### src/verilog/wire_break_map.vh
// Contract
// - Detection-mode digit picks internal judgement (0) or proximity switch (1).
// - Control digit 0: no detection while stopping below the stop floor.
// - Control digit 1: never detect breaks while stopping.
// - Reaction 0: keep running at continue-run frequency, raise break and fault.
// - Reaction 1: raise outputs, run continue-run time, then stop into fault.
// - Reaction 2: enter fault at once when a break is judged.
// - Brake mode 1 fires brake on downward crossing of brake frequency.
// - Unwind-reverse digit 1 clamps reverse speed to continue-run frequency.
// - Hold off break detection for the detection delay after run accepted.
// - Stop floor applies only after frequency once exceeded it then fell.
// - Continue-run timer starts at judgement; direction reverse unwinding, forward winding.
// - Brake settings act only when brake-control output function is assigned.
// - Brake asserted at crossing, held, released after brake duration.
// - While brake is asserted, remove drive and coast.
// - Run commands ignored while brake output is asserted.
// - Brake duration zero: brake held until brake or fault reset.
// - Traverse check only with its input function, above traverse minimum frequency; code keeps checking below it once reached, while running.
// - Traverse input inactive for inactive time: traverse switch failure.
// - Traverse input active for active time: traverse arm stopped.
// - Traverse fault reports traverse fault code and coasts the motor.
// - Break indication must persist for the filter time before acceptance.
// - Present feedforward gain readable, -500.0 to 500.0 percent.
`ifndef WIRE_BREAK_MAP_VH
`define WIRE_BREAK_MAP_VH
`define CLK_PERIOD_NS 40
`define TICK_TIME_NS 100000000
// Register byte offsets
`define OFS_CTRL 8'h00
`define OFS_DELAY 8'h04
`define OFS_FLOOR 8'h08
`define OFS_CRTIME 8'h0C
`define OFS_CRFREQ 8'h10
`define OFS_BRFREQ 8'h14
`define OFS_BRHOLD 8'h18
`define OFS_TRMIN 8'h1C
`define OFS_TRINACT 8'h20
`define OFS_TRACT 8'h24
`define OFS_FILTER 8'h28
`define OFS_STATUS 8'h2C
`define OFS_GAIN 8'h30
// Control word fields
`define CB_MODE 0
`define CB_DETCTL 1
`define CB_REACT_LO 2
`define CB_REACT_HI 3
`define CB_BRMODE 4
`define CB_UNWREV 5
`define CB_UNWIND 6
`define CB_BRFUNC 7
`define CB_TRFUNC 8
`define CB_SRST 9
`define CTRL_W 10
`define CTRL_RST 10'h0BB
// Reaction codes
`define REACT_CONT 2'h0
`define REACT_TIMED 2'h1
`define REACT_FAULT 2'h2
// Defaults: tenths of s, hundredths of Hz, whole s for the filter
`define DELAY_RST 16'h003C
`define FLOOR_RST 16'h01F4
`define CRTIME_RST 16'h0064
`define CRFREQ_RST 16'h01F4
`define BRFREQ_RST 16'h00FA
`define BRHOLD_RST 16'h0032
`define TRMIN_RST 16'h03E8
`define TRINACT_RST 16'h0064
`define TRACT_RST 16'h0014
`define FILTER_RST 16'h0005
`define TICKS_PER_S 16'h000A
`define TRAV_FAULT_CODE 8'h2C
`endif
### src/verilog/wire_break_brake_traverse_supervisor.v
`timescale 1ns/1ps
`default_nettype none
`include "wire_break_map.vh"
module wire_break_brake_traverse_supervisor #(
	parameter TICK_CYCLES = `TICK_TIME_NS / `CLK_PERIOD_NS
) (
	// Clock and reset
	input wire ref_clk,
	input wire rst_n,
	// APB slave
	input wire psel,
	input wire penable,
	input wire pwrite,
	input wire [7:0] paddr,
	input wire [31:0] pwdata,
	output reg [31:0] prdata,
	output reg pready,
	output reg pslverr,
	// Terminal pins
	input wire runCmdPin,
	input wire proxBreakPin,
	input wire traverseSensePin,
	input wire brakeResetPin,
	input wire faultResetPin,
	// Drive-side values, same clock
	input wire internalBreak,
	input wire [15:0] outFreq,
	input wire signed [15:0] feedforwardGain,
	// Drive outputs
	output reg runEnable,
	output reg coastStop,
	output reg freqOverride,
	output reg [15:0] overrideFreq,
	output reg overrideReverse,
	output reg reverseLimitOn,
	output reg [15:0] reverseLimitFreq,
	output reg breakSignalOut,
	output reg faultOut,
	output reg brakeOut,
	output reg traverseFault,
	output reg [7:0] faultCode
);

localparam ST_IDLE = 2'h0;
localparam ST_CONT = 2'h1;
localparam ST_TIMED = 2'h2;
localparam ST_FAULT = 2'h3;
localparam NPIN = 5;

// Pin synchronisers: change accepted once stages two and three agree
reg [NPIN-1:0] syncA, syncB, syncC, pinState;
wire [NPIN-1:0] pinRaw = {faultResetPin, brakeResetPin, traverseSensePin,
	proxBreakPin, runCmdPin};
genvar gi;
generate
	for (gi = 0; gi < NPIN; gi = gi + 1) begin : gSync
		always @(posedge ref_clk or negedge rst_n) begin
			if (!rst_n) begin
				syncA[gi] <= 1'b0;
				syncB[gi] <= 1'b0;
				syncC[gi] <= 1'b0;
				pinState[gi] <= 1'b0;
			end else begin
				syncA[gi] <= pinRaw[gi];
				syncB[gi] <= syncA[gi];
				syncC[gi] <= syncB[gi];
				if (syncB[gi] == syncC[gi])
					pinState[gi] <= syncC[gi];
			end
		end
	end
endgenerate
wire runIn = pinState[0];
wire proxIn = pinState[1];
wire travIn = pinState[2];
wire brakeRst = pinState[3];
wire faultRst = pinState[4];

// Registers
reg [`CTRL_W-1:0] ctrl;
reg [15:0] delayT, floorF, crTime, crFreq, brFreq, brHold;
reg [15:0] trMin, trInact, trAct, filterT;
wire srst = ctrl[`CB_SRST];
wire [1:0] react = ctrl[`CB_REACT_HI:`CB_REACT_LO];

// APB: one wait state, every access answers on the second access cycle
wire apbAcc = psel & penable;
wire apbDone = apbAcc & pready;
reg mapped;
reg [31:0] rdMux;
reg [1:0] bstate;
reg floorArmed, armed, stopSuppress;
reg [31:0] statusWord;
always @* begin
	mapped = 1'b1;
	rdMux = 32'h0;
	case (paddr)
	`OFS_CTRL: rdMux = {{(32-`CTRL_W){1'b0}}, ctrl};
	`OFS_DELAY: rdMux = {16'h0, delayT};
	`OFS_FLOOR: rdMux = {16'h0, floorF};
	`OFS_CRTIME: rdMux = {16'h0, crTime};
	`OFS_CRFREQ: rdMux = {16'h0, crFreq};
	`OFS_BRFREQ: rdMux = {16'h0, brFreq};
	`OFS_BRHOLD: rdMux = {16'h0, brHold};
	`OFS_TRMIN: rdMux = {16'h0, trMin};
	`OFS_TRINACT: rdMux = {16'h0, trInact};
	`OFS_TRACT: rdMux = {16'h0, trAct};
	`OFS_FILTER: rdMux = {16'h0, filterT};
	`OFS_STATUS: rdMux = statusWord;
	`OFS_GAIN: rdMux = {{16{feedforwardGain[15]}}, feedforwardGain};
	default: mapped = 1'b0;
	endcase
end

always @(posedge ref_clk or negedge rst_n) begin
	if (!rst_n) begin
		pready <= 1'b0;
		pslverr <= 1'b0;
		prdata <= 32'h0;
	end else begin
		pready <= apbAcc & ~pready;
		pslverr <= apbAcc & ~pready & ~mapped;
		prdata <= (apbAcc & ~pready & ~pwrite) ? rdMux : 32'h0;
	end
end

always @(posedge ref_clk or negedge rst_n) begin
	if (!rst_n) begin
		ctrl <= `CTRL_RST;
		delayT <= `DELAY_RST;
		floorF <= `FLOOR_RST;
		crTime <= `CRTIME_RST;
		crFreq <= `CRFREQ_RST;
		brFreq <= `BRFREQ_RST;
		brHold <= `BRHOLD_RST;
		trMin <= `TRMIN_RST;
		trInact <= `TRINACT_RST;
		trAct <= `TRACT_RST;
		filterT <= `FILTER_RST;
	end else if (apbDone & pwrite) begin
		case (paddr)
		`OFS_CTRL: ctrl <= pwdata[`CTRL_W-1:0];
		`OFS_DELAY: delayT <= pwdata[15:0];
		`OFS_FLOOR: floorF <= pwdata[15:0];
		`OFS_CRTIME: crTime <= pwdata[15:0];
		`OFS_CRFREQ: crFreq <= pwdata[15:0];
		`OFS_BRFREQ: brFreq <= pwdata[15:0];
		`OFS_BRHOLD: brHold <= pwdata[15:0];
		`OFS_TRMIN: trMin <= pwdata[15:0];
		`OFS_TRINACT: trInact <= pwdata[15:0];
		`OFS_TRACT: trAct <= pwdata[15:0];
		`OFS_FILTER: filterT <= pwdata[15:0];
		default: ;
		endcase
	end
end
// 0.1 s time base
reg [31:0] tickCnt;
reg tick;
always @(posedge ref_clk or negedge rst_n) begin
	if (!rst_n) begin
		tickCnt <= 32'h0;
		tick <= 1'b0;
	end else if (srst || tickCnt == TICK_CYCLES - 1) begin
		tickCnt <= 32'h0;
		tick <= ~srst;
	end else begin
		tickCnt <= tickCnt + 32'h1;
		tick <= 1'b0;
	end
end

// Run acceptance and break-detection gating
reg running, runPrev;
reg [15:0] delayCnt, filterCnt, crCnt;
reg [15:0] prevFreq;
wire stopping = ~runIn & running;
wire breakRaw = ctrl[`CB_MODE] ? proxIn : internalBreak;
wire [15:0] filterTicks = filterT * `TICKS_PER_S;
always @* begin
	stopSuppress = 1'b0;
	if (stopping) begin
		if (ctrl[`CB_DETCTL])
			stopSuppress = 1'b1;
		else if (floorArmed && outFreq < floorF)
			stopSuppress = 1'b1;
	end
end
wire detectOn = running & armed & ~stopSuppress & bstate == ST_IDLE;
wire judged = detectOn & breakRaw & tick & filterCnt + 16'h1 >= filterTicks;

always @(posedge ref_clk or negedge rst_n) begin
	if (!rst_n) begin
		running <= 1'b0;
		runPrev <= 1'b0;
		delayCnt <= 16'h0;
		armed <= 1'b0;
		floorArmed <= 1'b0;
		filterCnt <= 16'h0;
	end else if (srst) begin
		running <= 1'b0;
		runPrev <= 1'b0;
		delayCnt <= 16'h0;
		armed <= 1'b0;
		floorArmed <= 1'b0;
		filterCnt <= 16'h0;
	end else begin
		runPrev <= runIn;
		// Stale commands during the brake are dropped, not queued
		if (runIn & ~runPrev & ~brakeOut & bstate == ST_IDLE & ~traverseFault)
			running <= 1'b1;
		else if (outFreq == 16'h0 & ~runIn || brakeOut || coastStop)
			running <= 1'b0;
		if (~running) begin
			delayCnt <= 16'h0;
			armed <= 1'b0;
			floorArmed <= 1'b0;
		end else begin
			if (delayCnt >= delayT)
				armed <= 1'b1;
			else if (tick)
				delayCnt <= delayCnt + 16'h1;
			if (outFreq > floorF)
				floorArmed <= 1'b1;
		end
		if (~detectOn | ~breakRaw)
			filterCnt <= 16'h0;
		else if (tick & filterCnt < filterTicks)
			filterCnt <= filterCnt + 16'h1;
	end
end
// Break reaction
always @(posedge ref_clk or negedge rst_n) begin
	if (!rst_n) begin
		bstate <= ST_IDLE;
		crCnt <= 16'h0;
	end else if (srst) begin
		bstate <= ST_IDLE;
		crCnt <= 16'h0;
	end else begin
		case (bstate)
		ST_IDLE: begin
			crCnt <= 16'h0;
			if (judged) begin
				case (react)
				`REACT_CONT: bstate <= ST_CONT;
				`REACT_TIMED: bstate <= ST_TIMED;
				default: bstate <= ST_FAULT;
				endcase
			end
		end
		ST_CONT: if (faultRst) bstate <= ST_IDLE;
		ST_TIMED: begin
			if (faultRst)
				bstate <= ST_IDLE;
			else if (crCnt >= crTime)
				bstate <= ST_FAULT;
			else if (tick)
				crCnt <= crCnt + 16'h1;
		end
		ST_FAULT: if (faultRst) bstate <= ST_IDLE;
		default: bstate <= ST_IDLE;
		endcase
	end
end
// Brake control
reg [15:0] holdCnt;
wire brakeOn = ctrl[`CB_BRMODE] & ctrl[`CB_BRFUNC];
wire crossDown = tick & prevFreq > brFreq & outFreq <= brFreq;
always @(posedge ref_clk or negedge rst_n) begin
	if (!rst_n) begin
		prevFreq <= 16'h0;
		brakeOut <= 1'b0;
		holdCnt <= 16'h0;
	end else if (srst) begin
		prevFreq <= 16'h0;
		brakeOut <= 1'b0;
		holdCnt <= 16'h0;
	end else begin
		if (tick)
			prevFreq <= outFreq;
		if (~brakeOut) begin
			holdCnt <= 16'h0;
			if (brakeOn & crossDown)
				brakeOut <= 1'b1;
		end else if (brHold == 16'h0) begin
			if (brakeRst | faultRst)
				brakeOut <= 1'b0;
		end else if (holdCnt >= brHold) begin
			brakeOut <= 1'b0;
		end else if (tick) begin
			holdCnt <= holdCnt + 16'h1;
		end
	end
end
// Traverse supervision
reg [15:0] inactCnt, actCnt;
reg travArmed;
wire travOn = ctrl[`CB_TRFUNC] & running;
always @(posedge ref_clk or negedge rst_n) begin
	if (!rst_n) begin
		travArmed <= 1'b0;
		inactCnt <= 16'h0;
		actCnt <= 16'h0;
		traverseFault <= 1'b0;
		faultCode <= 8'h0;
	end else if (srst) begin
		travArmed <= 1'b0;
		inactCnt <= 16'h0;
		actCnt <= 16'h0;
		traverseFault <= 1'b0;
		faultCode <= 8'h0;
	end else begin
		if (~travOn)
			travArmed <= 1'b0;
		else if (outFreq >= trMin)
			travArmed <= 1'b1;
		if (~travArmed | travIn)
			inactCnt <= 16'h0;
		else if (tick)
			inactCnt <= inactCnt + 16'h1;
		if (~travArmed | ~travIn)
			actCnt <= 16'h0;
		else if (tick)
			actCnt <= actCnt + 16'h1;
		// Fault set wins over a reset arriving the same cycle
		if (travArmed & (inactCnt >= trInact | actCnt >= trAct)) begin
			traverseFault <= 1'b1;
			faultCode <= `TRAV_FAULT_CODE;
		end else if (faultRst) begin
			traverseFault <= 1'b0;
			faultCode <= 8'h0;
		end
	end
end
// Drive-facing outputs, all registered; soft reset drops them at once
wire inBreakRun = ~srst & (bstate == ST_CONT | bstate == ST_TIMED);
wire liveRun = ~srst & ~brakeOut & ~traverseFault & bstate != ST_FAULT;
always @(posedge ref_clk or negedge rst_n) begin
	if (!rst_n) begin
		runEnable <= 1'b0;
		coastStop <= 1'b0;
		freqOverride <= 1'b0;
		overrideFreq <= 16'h0;
		overrideReverse <= 1'b0;
		reverseLimitOn <= 1'b0;
		reverseLimitFreq <= 16'h0;
		breakSignalOut <= 1'b0;
		faultOut <= 1'b0;
	end else begin
		runEnable <= (running | inBreakRun) & liveRun;
		coastStop <= ~srst & (brakeOut | traverseFault);
		freqOverride <= inBreakRun;
		overrideFreq <= inBreakRun ? crFreq : 16'h0;
		overrideReverse <= inBreakRun & ctrl[`CB_UNWIND];
		reverseLimitOn <= ~srst & ctrl[`CB_UNWREV];
		reverseLimitFreq <= (~srst & ctrl[`CB_UNWREV]) ? crFreq : 16'h0;
		breakSignalOut <= inBreakRun;
		faultOut <= ~srst & (bstate != ST_IDLE | traverseFault);
	end
end
always @*
	statusWord = {filterCnt, faultCode, travArmed, traverseFault, brakeOut,
		floorArmed, armed, running, bstate};

endmodule // wire_break_brake_traverse_supervisor
`default_nettype wire

### config.mk
export PLATFORM = sky130hd
export DESIGN_NAME = wire_break_brake_traverse_supervisor
export DESIGN_NICKNAME = d
export VERILOG_FILES = /design/src/verilog/wire_break_brake_traverse_supervisor.v
export VERILOG_INCLUDE_DIRS = /design/src /design/src/verilog
export SDC_FILE = /design/constraint.sdc
export NUM_CORES = 1
export LEC_CHECK = 0
export BUFFER_PORTS_ARGS = -buffer_cell sky130_fd_sc_hd__buf_2
export CAP_MARGIN = 20
export CORE_MARGIN = 2
export CORE_UTILIZATION = 45
export CTS_CLUSTER_SIZE = 16
export DETAILED_ROUTE_END_ITERATION = 16
export PLACE_DENSITY = 0.6
export SYNTH_ARGS = -nofsm -noshare
export SYNTH_HDL_FRONTEND = slang
export SYNTH_SLANG_ARGS = --single-unit
### constraint.sdc
create_clock -name ref_clk -period 6.62 [get_ports ref_clk]
set_input_delay 0.662 -clock ref_clk [delete_from_list [all_inputs] [get_ports ref_clk]]
set_output_delay 0.662 -clock ref_clk [all_outputs]
set_load 0.05 [all_outputs]
Word level (Yosys, flattened, before mapping)
Cells that the tools add are included.
{"block": "totals", "regBits": 424, "latchBits": 0, "ram_bits": 0, "rom_bits": 0, "out_inout_bits": 83, "n_memories": 0}
{"block": "op_classes", "add_sub_neg": 7, "multipliers": 1, "n_div": 0, "n_lt_le_gt_ge": 12, "n_eq_ne": 37, "n_shift": 0, "muxes": 68, "bitwise": 56, "n_reduce_logical": 34}
{"op": "16-bit 2-to-1 mux", "count": 26}
{"op": "32-bit one-hot mux with 13 select lines", "count": 1}
{"op": "16-bit greater-or-equal comparator", "count": 7}
{"op": "16-bit by 1-bit adder with 16-bit output (second input constant)", "count": 6}
{"op": "32-bit 2-to-1 mux", "count": 2}
{"op": "8-bit by 6-bit equality test with 1-bit output (second input constant)", "count": 5}
{"op": "1-bit AND", "count": 34}
{"op": "32-bit by 1-bit adder with 32-bit output (second input constant)", "count": 1}
{"op": "32-bit by 22-bit equality test with 1-bit output (second input constant)", "count": 1}
{"op": "8-bit by 5-bit equality test with 1-bit output (second input constant)", "count": 4}
{"op": "16-bit greater-than comparator", "count": 2}
{"op": "16-bit logical NOT", "count": 2}
{"op": "16-bit less-than comparator", "count": 2}
{"op": "16-bit one-hot mux with 2 select lines", "count": 1}
{"op": "1-bit 2-to-1 mux", "count": 28}
{"op": "8-bit 2-to-1 mux", "count": 3}
{"op": "3-bit != test (second input constant)", "count": 8}
{"op": "2-bit AND reduction", "count": 12}
{"op": "3-bit nonzero test", "count": 6}
{"op": "8-bit by 4-bit equality test with 1-bit output (second input constant)", "count": 2}
{"op": "16-bit <= comparator", "count": 1}
{"op": "16-bit by 3-bit multiplier with 15-bit output (second input constant)", "count": 1}
{"op": "1-bit inverter", "count": 13}
{"op": "13-bit OR reduction", "count": 1}
{"op": "other kinds (20)", "count": 46}

Depth between registers and ports, before layout
Gate-level depths: netlist of the first run.
{"block": "logic_depth", "word_depth": 14, "depth_mapped": 19, "ltp_nobuf": 18}

Worst setup path before layout of the first run
OpenSTA, ideal clock, no wires.
{"block": "synth_timing", "path_type": "register -> register", "from": "register filterT[2]", "to": "register filterCnt[3]", "t_arrival_ns": 4.149, "setup_slack_ns": 2.405, "path_stages_with_launch": 19, "n_path_buf": 0, "path_cell_list": "dfstp_2 ha_1 ha_1 a21o_1 a21oi_1 o21bai_1 a21oi_1 o21ai_0 a21o_1 a21oi_1 xnor2_1 ha_1 and3_1 o311a_1 a2111o_1 a41oi_2 nand2_2 or4_1 nand2_1"}
{"block": "synth_between", "elab_chain_len": 4}
{"item": "from (decl)", "line_no": "wire_break_brake_traverse_supervisor.v:82", "rtl": "reg [15:0] trMin, trInact, trAct, filterT;"}
{"item": "from (signal assigned)", "line_no": "wire_break_brake_traverse_supervisor.v:139", "rtl": "filterT <= `FILTER_RST;"}
{"item": "from (signal assigned)", "line_no": "wire_break_brake_traverse_supervisor.v:152", "rtl": "`OFS_FILTER: filterT <= pwdata[15:0];"}
{"item": "16-bit by 3-bit multiplier with 15-bit output (no line)"}
{"item": "16-bit less-than comparator", "line_no": "wire_break_brake_traverse_supervisor.v:228", "rtl": "else if (tick & filterCnt < filterTicks)"}
{"item": "1-bit AND", "line_no": "wire_break_brake_traverse_supervisor.v:228"}
{"item": "3-bit nonzero test (no line)"}
{"item": "to (signal assigned)", "line_no": "wire_break_brake_traverse_supervisor.v:229", "rtl": "filterCnt <= filterCnt + 16'h1;"}
{"item": "to (decl)", "line_no": "wire_break_brake_traverse_supervisor.v:175", "rtl": "reg [15:0] delayCnt, filterCnt, crCnt;"}
Every way passes these cells.
A chain may end at the register's enable or synchronous reset.

Worst setup path after layout of the first run
{"block": "layout_timing", "from": "register filterT[2]", "to": "register filterCnt[12]"}
Same word-level chain as after synthesis.

==> flow_summary.yaml, run 1 <==
worst_setup_path:
  arrival_ns: 5.43
  crit_required_ns: 7.15
  worstSetupPathType: "flip-flop to flip-flop"
  worstReg2RegEnd: "filterCnt[12]"
  critPathSlowestCell: "dfstp_2"
  reg2reg_setup_slack_ns: 1.71
  worstPathMaxFanout: 13
  rr_startpoint: "filterT[2]"
  reg2regPathDepth: 17
  end_kind: "flip-flop"
  startpoint: "filterT[2]"
  startpoint_type: "flip-flop"
  max_stage_delay_ns: 0.56
  crit_chain: "ha_1 -> ha_1 -> a21o_1 -> a21oi_1 -> o21bai_1 -> a21oi_1 -> o21bai_1 -> a21oi_1 -> xor2_1 -> ha_1 -> a2111oi_0 -> o21ai_0 -> a311o_1 -> nand4_1 -> nand2_2 -> or4_1 -> nand2_1"
  cp-endpoint: "filterCnt[12]"
sta:
  skew_ns: 0.0155
  max-slew-margin-rel: 0.284
  min_period_ns: 4.91
  hold_viol: 0
  maxSlewViolCount: 0
  rsz0062_at_grt: "false"
  tns_ns: 0
  worst_pin_slew_ns: 1.07
  finalSetupViolations: 0
  post-route-period-util: 0.741
  max_freq_mhz: 204
yosys:
  synth-xor-area-share: 0.0442
  synth_mux_area_frac: 0.0929
  synth_ff_type: "dfrtp_1"
  ys_ff_latch: 416
  synth.area.top_cells: "dfrtp_1 40%, ha_1 11%, mux2_2 8.4%, dfstp_2 5.4%, nor2_1 2.8%"
  syn_area_um2: 23000
  synth-adder-area-share: 0.115
  synth_compound_area_frac: 0.119
  yosys.cell_count.top_type: "dfrtp_1"
  yosysTopAreaCellShare: 0.401
  ys_seq_area_frac: 0.455
  synth_warnings: 0
  synth-simple-area-share: 0.130
  yosys-top-cells-count: "369 x dfrtp_1, 205 x ha_1, 172 x nor2_1, 171 x mux2_2, 166 x inv_1"
  synth_cells: 2179
  async_flop_share: 1.00
  avgSynthCellArea_um2: 10.6
  synth_edf_count: 0
  synthDistinctLibCells: 88
  synth_top_family_by_area: "simple AND/OR/NAND/NOR gates"
  yosysTopAreaCell: "dfrtp_1"
drt:
  drt_iter0_markers: 1420
  viasPerCell: 5.80
  drt_wl_total_mm: 67.4
  wl_per_cell_um: 22.3
  vias: 17500
  drt.antenna.violating_nets: 0
  drc: 0
  dr.pass1.iters: 6
placed_design:
  hpwl_mm: 49.5
  gp_congestion: 0.907
  port_buffers: 144
clocking:
  post_cts_buffers: 0
  hold_buffers: 0
  clockBufferDepth: 3
  cts_inserted_buffers: 47
  cts_tree: "built"
  clk_latency_ns: 0.59
  clock-sinks: 416
  htreeDepth: 2
  cts_resized: 0
  cts_root_buffer: "clkbuf_16"
  path_clk_slew_ns: 0.06
final_layout:
  top_regs: "prdata (32), tickCnt (32)"
  layout-drive-gt1-share: 0.209
  layout.nets: 2597
  areaGrowthSynthToFinish_pct: 13.1
global_routing:
  antenna_found_initial: 3
  grt_max_degree: 153
  overflow: 0
  grt_pass1_vias: 17200
  track_usage: 0.254
  grt_pass1_wl_mm: 103
worst_hold_path:
  hp-class: "primary input to asynchronous set/reset pin"
floorplanning:
  io_pins: 166
  dieArea_um2: 52900
  num_rows: 82
  initial_core_util: 0.458
  fp.dieH_um: 230
  die_w_um: 230
  coreArea_um2: 50300
run_status:
  outcome: "finished, final reports clean"
pwr:
  swShare: 0.258
  power.switching_mw: 1.52
  peakVddDrop_mv: 0.172
  p_int_mw: 4.37
  p_clk_frac: 0.454
  power_density_nw_per_um2: 226
  p_seq_frac: 0.453
  power_mw: 5.89
  p_leak_nw: 12.1
  power_frac_comb: 0.093
job:
  drv_cap: 0
## area by class of cell
| class | instances | area, um2 |
|---|---|---|
| antenna | 1 | 2.50 |
| multi-input combinational | 1508 | 11600 |
| tap | 672 | 841 |
| clock buffer | 75 | 1400 |
| timing repair buffer | 166 | 941 |
| sequential | 416 | 10500 |
| fill | 4563 | 24300 |
| clock inverter | 12 | 175 |
| inverter | 169 | 634 |
## worst min path at each step
| stage | endpoint | slack (ns) | depth (start not counted) |
|---|---|---|---|
| 2_1_floorplan | syncB[0] | 0.33 | 0 |
| 3_3_place_gp | syncB[0] | 0.34 | 0 |
| 3_5_place_dp | syncB[0] | 0.33 | 0 |
| 4_1_cts | prdata[28] | 0.04 | 1 |
| 5_1_grt | prdata[30] | 0.07 | 1 |
| 6_report | prdata[30] | 0.02 | 1 |
## critical path, delay by kind of cell, from the launching register on
family	cells	cell delay, ns
AND/OR/NAND/NOR	4	1.21
XOR/XNOR	1	0.28
AO/OA/AOI/OAI	9	1.90
flip-flops	1	0.56
adder cells (fa/ha/maj)	3	0.88
## power groups by stage
stage | combinational (mW) | sequential [mW] | clock [mW]
finish | 0.547 | 2.67 | 2.68
global route | 0.609 | 2.67 | 2.82
CTS | 0.548 | 2.67 | 2.72
detailed placement | 0.546 | 2.71 | 0
global placement | 0.533 | 2.71 | 0
floorplan | 0.310 | 2.72 | 0
## metrics by stage
step	cells	area, um2	util	hold slack [ns]	setup slack (ns)
after global routing	3018	26000	0.517	0.0675	1.48
after floorplan	2183	23000	-	0.331	2.40
after detailed placement	2930	24400	0.486	0.335	1.77
after global placement	2929	24400	0.485	0.337	1.79
after CTS	3017	26000	0.517	0.0379	1.75
final	3019	26000	0.518	0.0192	1.71
## cell usage in the layout (no fill, tap or decap), types with 11 or more instances in the layout
| cell type | count |
|---|---|
| mux2i_1 | 20 |
| dfstp_2 | 47 |
| clkbuf_1 | 17 |
| ha_1 | 205 |
| inv_1 | 166 |
| a21oi_1 | 92 |
| a22o_1 | 25 |
| nor4_1 | 17 |
| nor2b_1 | 15 |
| mux2_2 | 171 |
| nand2_1 | 137 |
| clkbuf_16 | 48 |
| xor2_1 | 60 |
| nand3_1 | 51 |
| a221oi_1 | 35 |
| xnor2_1 | 56 |
| o21ai_0 | 43 |
| nand4_1 | 50 |
| nor2_1 | 171 |
| or3_1 | 13 |
| a222oi_1 | 11 |
| buf_4 | 19 |
| nor3_1 | 21 |
| nand2b_1 | 17 |
| a21o_1 | 32 |
| and2_1 | 45 |
| a22oi_1 | 15 |
| a31oi_1 | 24 |
| buf_2 | 143 |
| and3_1 | 25 |
| dfrtp_1 | 368 |
| a211oi_1 | 11 |
## metal layers
metal / share of wire / track usage / vias up
li1: - / - / 8040
met1: 0.44 / 0.348 / 8706
met2: 0.45 / 0.397 / 596
met3: 0.071 / 0.0499 / 152
met4: 0.043 / 0.101 / 2
met5: 0.00016 / 0 / -
## cells by family after synthesis
group | after synthesis
adder cells (fa/ha/maj) | 211
XOR/XNOR | 116
AO/OA/AOI/OAI | 382
other | 1
AND/OR/NAND/NOR | 602
buffers and inverters | 259
flip-flops | 416
multiplexers | 192
Power figures use the tool's default switching activity.
==> inputs of run 2 (changes only) <==
- PLACE_DENSITY: 0.6 -> 0.63
- clock period: 6.62 -> 4.1 ns (I/O delays scaled with it)
==> run 2 against run 1 <==
The run now ends with negative setup slack left. Clock skew fell by 0.00070 ns. Worst setup slack worse by 1.7 ns. Hold slack better by 0.14 ns. Critical endpoint is now filterCnt[3]. Die area stayed put. Core utilization increased by 0.93 points. Count of clock-buffer cells in the layout shrank 11. Clock power rose by 57%. Sequential power grew 61%.
==> flow_summary.yaml, run 2 (synthesis gave the netlist of run 1 again) <==
run_status:
  outcome: "finished, violations left"
  violations: "negative setup slack"
placed_design:
  gp_congestion: 0.948
  hpwl_mm: 51.1
  dp_cells: 2970
  dp_slack_ns: -0.236
  port_buffers: 144
  dpl_cell_area_um2: 24800
clocking:
  clockBufferDepth: 3
  cts_tree: "built"
  clock-sinks: 416
  cts_root_buffer: "clkbuf_16"
  htreeDepth: 2
  path_clk_slew_ns: 0.06
  cts_inserted_buffers: 45
  clk_latency_ns: 0.59
global_routing:
  grt_use_met3: 0.0565
  overflow: 0
  grt_max_degree: 111
  grt.met2_usage: 0.402
  track_usage: 0.261
  grt_use_met1: 0.350
  grt_pass1_vias: 17800
  grt_pass1_wl_mm: 106
  grt_busiest_layer: "met2"
  antenna_found_initial: 10
worst_setup_path:
  rr_startpoint: "filterT[2]"
  reg2reg_setup_slack_ns: -0.008
  max_stage_delay_ns: 0.56
  worstPathMaxFanout: 6
  worstReg2RegEnd: "filterCnt[3]"
  critPathBufInv: 0
  reg2regPathDepth: 17
  critPathSlowestCell: "dfstp_2"
  arrival_ns: 4.62
  crit_required_ns: 4.62
  worstSetupPathType: "flip-flop to flip-flop"
  startpoint_type: "flip-flop"
  critical_path.top_delay_family: "compound AO/OA/AOI/OAI gates"
  crit_chain: "ha_4 -> ha_4 -> a21o_1 -> a21oi_2 -> o21bai_1 -> a21oi_2 -> o21bai_1 -> a21oi_1 -> xor2_1 -> ha_1 -> a2111oi_4 -> o21ai_1 -> a311o_1 -> a41oi_2 -> nand2_2 -> or4_1 -> nand2_1"
  end_kind: "flip-flop"
worst_hold_path:
  min_from: "outFreq[0]"
  whs_endpoint: "prevFreq[0]"
  min_path_cells: 3
  hp-class: "primary input to flip-flop"
final_layout:
  layout-drive-gt1-share: 0.230
  final_cells: 3066
  layout_commonest_cell: "dfrtp_1"
  layout.nets: 2643
  areaGrowthSynthToFinish_pct: 15.1
  top_regs: "prdata (32), tickCnt (32)"
  fin_area_um2: 26500
  utilization: 0.527
  layout_common_cells: "368 x dfrtp_1, 202 x ha_1, 171 x nor2_1, 171 x mux2_2, 166 x inv_1"
drt:
  dr.pass1.iters: 9
  viasPerCell: 5.83
  wl_per_cell_um: 22.5
  drt_wl_total_mm: 69.1
  drt_iter0_markers: 1447
  drc: 0
  vias: 17900
  drt.antenna.violating_nets: 0
sta:
  max-slew-margin-rel: 0.353
  holdWs_ns: 0.164
  max_freq_mhz: 243
  hold_viol: 0
  finalSetupViolations: 2
  worst_pin_slew_ns: 0.969
  post-route-period-util: 1.00
  worst_slack_ns: -0.00812
  rsz0062_at_grt: "true"
  skew_ns: 0.0148
  tns_ns: -0.0145
  min_period_ns: 4.11
  maxSlewViolCount: 0
pwr:
  power_mw: 9.44
  power_density_nw_per_um2: 357
  peakVddDrop_mv: 0.350
  p_leak_nw: 12.3
job:
  drv_cap: 0
floorplanning:
  initial_core_util: 0.458
  fp.dieH_um: 230
  coreArea_um2: 50300
  io_pins: 166
  dieArea_um2: 52900
  die_w_um: 230
  num_rows: 82
-- run 2: cell count changes in the layout (fill, tap and decap cells not counted), moves of 3 or more --
cell,delta
diode_2,+3
clkbuf_1,-8
ha_1,-3
o21ai_1,+3
a21oi_1,-5
dlygate4sd3_1,+6
buf_6,+3
ha_4,+3
o21ai_0,-3
buf_4,+37
clkinv_2,+4
a21oi_2,+5
-- run 2: repair_timing --
| action | 4_1_cts | 5_1_grt |
|---|---|---|
| hold buffers | 6 | 0 |
| setup buffers | 2 | 1 |
| hold endpoints to repair | 97 | 0 |
| endpoints found under the setup margin | 16 | 17 |
| pin swaps | 15 | 17 |
| resized for setup | 9 | 8 |
-- run 2: routing by layer --
layer / share of wire / vias to the layer above
li1: - / 8125
met1: 0.43 / 8840
met2: 0.44 / 673
met3: 0.078 / 220
met4: 0.053 / 12
met5: 0.0011 / -
-- run 2: power by group --
part           switching, mW  total, mW  internal, mW
Sequential             0.105       4.31          4.20
Combinational          0.644      0.919         0.275
Clock                   1.72       4.22          2.50
-- run 2: worst max path at each step --
stage                     cells after the start        from           end
after floorplan                              18  filterT[2]  filterCnt[3]
after global placement                       18  filterT[2]  filterCnt[9]
after detailed placement                     18  filterT[2]  filterCnt[9]
after CTS                                    17  filterT[2]  filterCnt[3]
after global routing                         17  filterT[2]  filterCnt[3]
final                                        17  filterT[2]  filterCnt[3]
-- run 2: area by class of cell --
cell class	instances	area, um2
inverter	169	634
multi-input combinational	1508	11600
clock inverter	19	211
antenna	4	10.0
sequential	416	10500
fill	4479	23800
tap	672	841
timing repair buffer	214	1350
clock buffer	64	1320
-- run 2: worst min-delay path, cell delays in order --
cell and delay (ns):
buf_2 0.13, mux2i_1 0.08, nor2_1 0.08
==> inputs of run 3 (changes only) <==
- CORE_UTILIZATION: 45 -> 40
- CTS_BUF_LIST: not set -> sky130_fd_sc_hd__clkbuf_8
- PLACE_DENSITY: 0.63 -> 0.57
==> run 3 against run 2 <==
The flow still finishes with violations (negative setup slack). First-iteration DRC count shrank 14%. Clock power grew 2%. Non-clock buffer count grew 12. Count of clock-buffer cells in the layout grew 39. Critical path depth grew 2. Hold slack lost 0.061 ns. Routed wire length grew 3.5%. Design area grew 1.5%. Via count grew 1.2%. Register-to-register slack lost 0.11 ns. Critical endpoint is now filterCnt[7]. Largest power group unchanged. Highest routed layer unchanged.
==> flow_summary.yaml, run 3 (synthesis gave the netlist of run 1 again) <==
run_status:
  outcome: "finished, violations left"
  violations: "negative setup slack"
drt:
  wl_per_cell_um: 22.2
  drt_wl_total_mm: 71.5
  viasPerCell: 5.61
  drt_iter0_markers: 1251
  drc: 0
  dr.pass1.iters: 6
  drt.antenna.violating_nets: 0
  vias: 18100
worst_setup_path:
  worstPathMaxFanout: 6
  critPathSlowestCell: "dfstp_2"
  max_stage_delay_ns: 0.56
  crit_chain: "ha_4 -> ha_4 -> a21o_1 -> a21oi_2 -> o21bai_1 -> a21oi_2 -> o21bai_1 -> a21oi_1 -> xor2_1 -> ha_1 -> a2111oi_4 -> o21ai_1 -> a311o_1 -> a41oi_2 -> buf_4 -> buf_6 -> nand3_2 -> xor2_1 -> nor2_1"
  end_kind: "flip-flop"
  arrival_ns: 4.73
  worstSetupPathType: "flip-flop to flip-flop"
  startpoint_type: "flip-flop"
  crit_required_ns: 4.60
floorplanning:
  fp.dieH_um: 244
  coreArea_um2: 56600
  initial_core_util: 0.406
  die_w_um: 244
  num_rows: 87
  io_pins: 166
  dieArea_um2: 59400
clocking:
  htreeDepth: 3
  cts_root_buffer: "clkbuf_8"
  cts_tree: "built"
  path_clk_slew_ns: 0.06
  cts_inserted_buffers: 77
  clock-sinks: 416
  clk_latency_ns: 0.67
  clockBufferDepth: 3
final_layout:
  fillers: 5372
  layout_commonest_cell: "dfrtp_1"
  layout.nets: 2687
  areaGrowthSynthToFinish_pct: 16.9
  layout_common_cells: "368 x dfrtp_1, 200 x ha_1, 186 x inv_1"
  layout-drive-gt1-share: 0.252
  top_regs: "prdata (32), tickCnt (32)"
global_routing:
  track_usage: 0.241
  grt_max_degree: 103
  antenna_found_initial: 6
  overflow: 0
  grt_pass1_wl_mm: 110
  grt_pass1_vias: 18100
sta:
  worst_slack_ns: -0.123
  hold_viol: 0
  tns_ns: -1.20
  max_freq_mhz: 237
  skew_ns: 0.0362
  maxSlewViolCount: 0
  min_period_ns: 4.22
  finalSetupViolations: 15
  rsz0062_at_grt: "true"
  post-route-period-util: 1.03
  worst_pin_slew_ns: 1.01
  max-slew-margin-rel: 0.324
pwr:
  power_mw: 9.51
  p_seq_frac: 0.453
  power_density_nw_per_um2: 354
  power_frac_comb: 0.095
  peakVddDrop_mv: 0.264
  power.switching_mw: 2.60
  p_leak_nw: 12.6
  swShare: 0.273
  p_int_mw: 6.92
  p_clk_frac: 0.452
placed_design:
  port_buffers: 144
  hpwl_mm: 52.8
  gp_congestion: 0.939
worst_hold_path:
  hp-class: "primary input to flip-flop"
job:
  drv_cap: 0
==> run 3: cell types whose count changed in the layout (fill, tap and decap cells not counted), moves of 5 or more <==
| cell | change |
|---|---|
| buf_4 | +10 |
| clkbuf_1 | -9 |
| clkbuf_16 | -47 |
| clkbuf_8 | +95 |
| inv_1 | +20 |
| nand3_1 | -6 |
| nand3_2 | +5 |
==> run 3: per-stage QoR <==
step	cells	instance area, um2	setup slack (ns)	util	hold slack, ns
finish	3222	26900	-0.123	0.475	0.103
global route	3221	26900	-0.317	0.475	0.0981
CTS	3214	26700	-0.105	0.472	0.0509
detailed placement	3059	24900	-0.268	0.440	0.335
global placement	3058	24900	-0.187	0.440	0.333
floorplan	2183	23000	0.00859	-	0.114
==> run 3: worst paths after layout <==
check                      cells past startpoint  slack [ns]           end        from
hold / removal                                 3        0.10   prevFreq[0]  outFreq[0]
min in group asynchronous                      2        0.39    prdata[29]       rst_n
hold reg to reg                                0        0.35      syncB[0]    syncA[0]
setup reg to reg                              19       -0.12  filterCnt[7]  filterT[2]
setup / recovery                              19       -0.12  filterCnt[7]  filterT[2]
max in group asynchronous                      3        2.64          tick       rst_n
==> run 3: critical path, delay by kind of cell, from the launching register on <==
family	cells	cell delay, ns
fa+ha+maj	3	0.75
xor+xnor	2	0.43
compound gates	10	1.89
flops	1	0.56
simple gates	2	0.14
buf+inv	2	0.30
==> run 3: layout make-up <==
type	instances	area, um2	area share
Antenna cell	4	10.0	0.000372
Clock buffer	103	1420	0.0527
Clock inverter	40	264	0.00982
Inverter	169	634	0.0236
Multi-Input combinational cell	1508	11700	0.435
Sequential cell	416	10500	0.389
Tap cell	756	946	0.0352
Timing Repair Buffer	226	1450	0.0539
==> run 3: repair_timing <==
| item | CTS | global route |
|---|---|---|
| hold endpoints to repair | 90 | 0 |
| hold buffers | 6 | 0 |
| gates resized for setup | 8 | 23 |
| endpoints found under the setup margin | 17 | 18 |
| cloned | 1 | 0 |
| pin swaps | 20 | 30 |
| setup buffers | 5 | 4 |
==> run 3: power groups by stage <==
stage                     Sequential (mW)  Combinational (mW)  Clock, mW
after floorplan                      4.39               0.500          0
after global placement               4.38               0.884          0
after detailed placement             4.38               0.903          0
after CTS                            4.31               0.911       4.40
after global routing                 4.32                1.01       4.60
final                                4.31               0.907       4.30
==> run 3: metal layers <==
layer | track usage | vias up | routed length, um
li1 | - | 8230 | -
met1 | 0.324 | 9050 | 31000
met2 | 0.378 | 633 | 32300
met3 | 0.0469 | 162 | 5170
met4 | 0.107 | 2 | 3010
met5 | 0 | - | 13
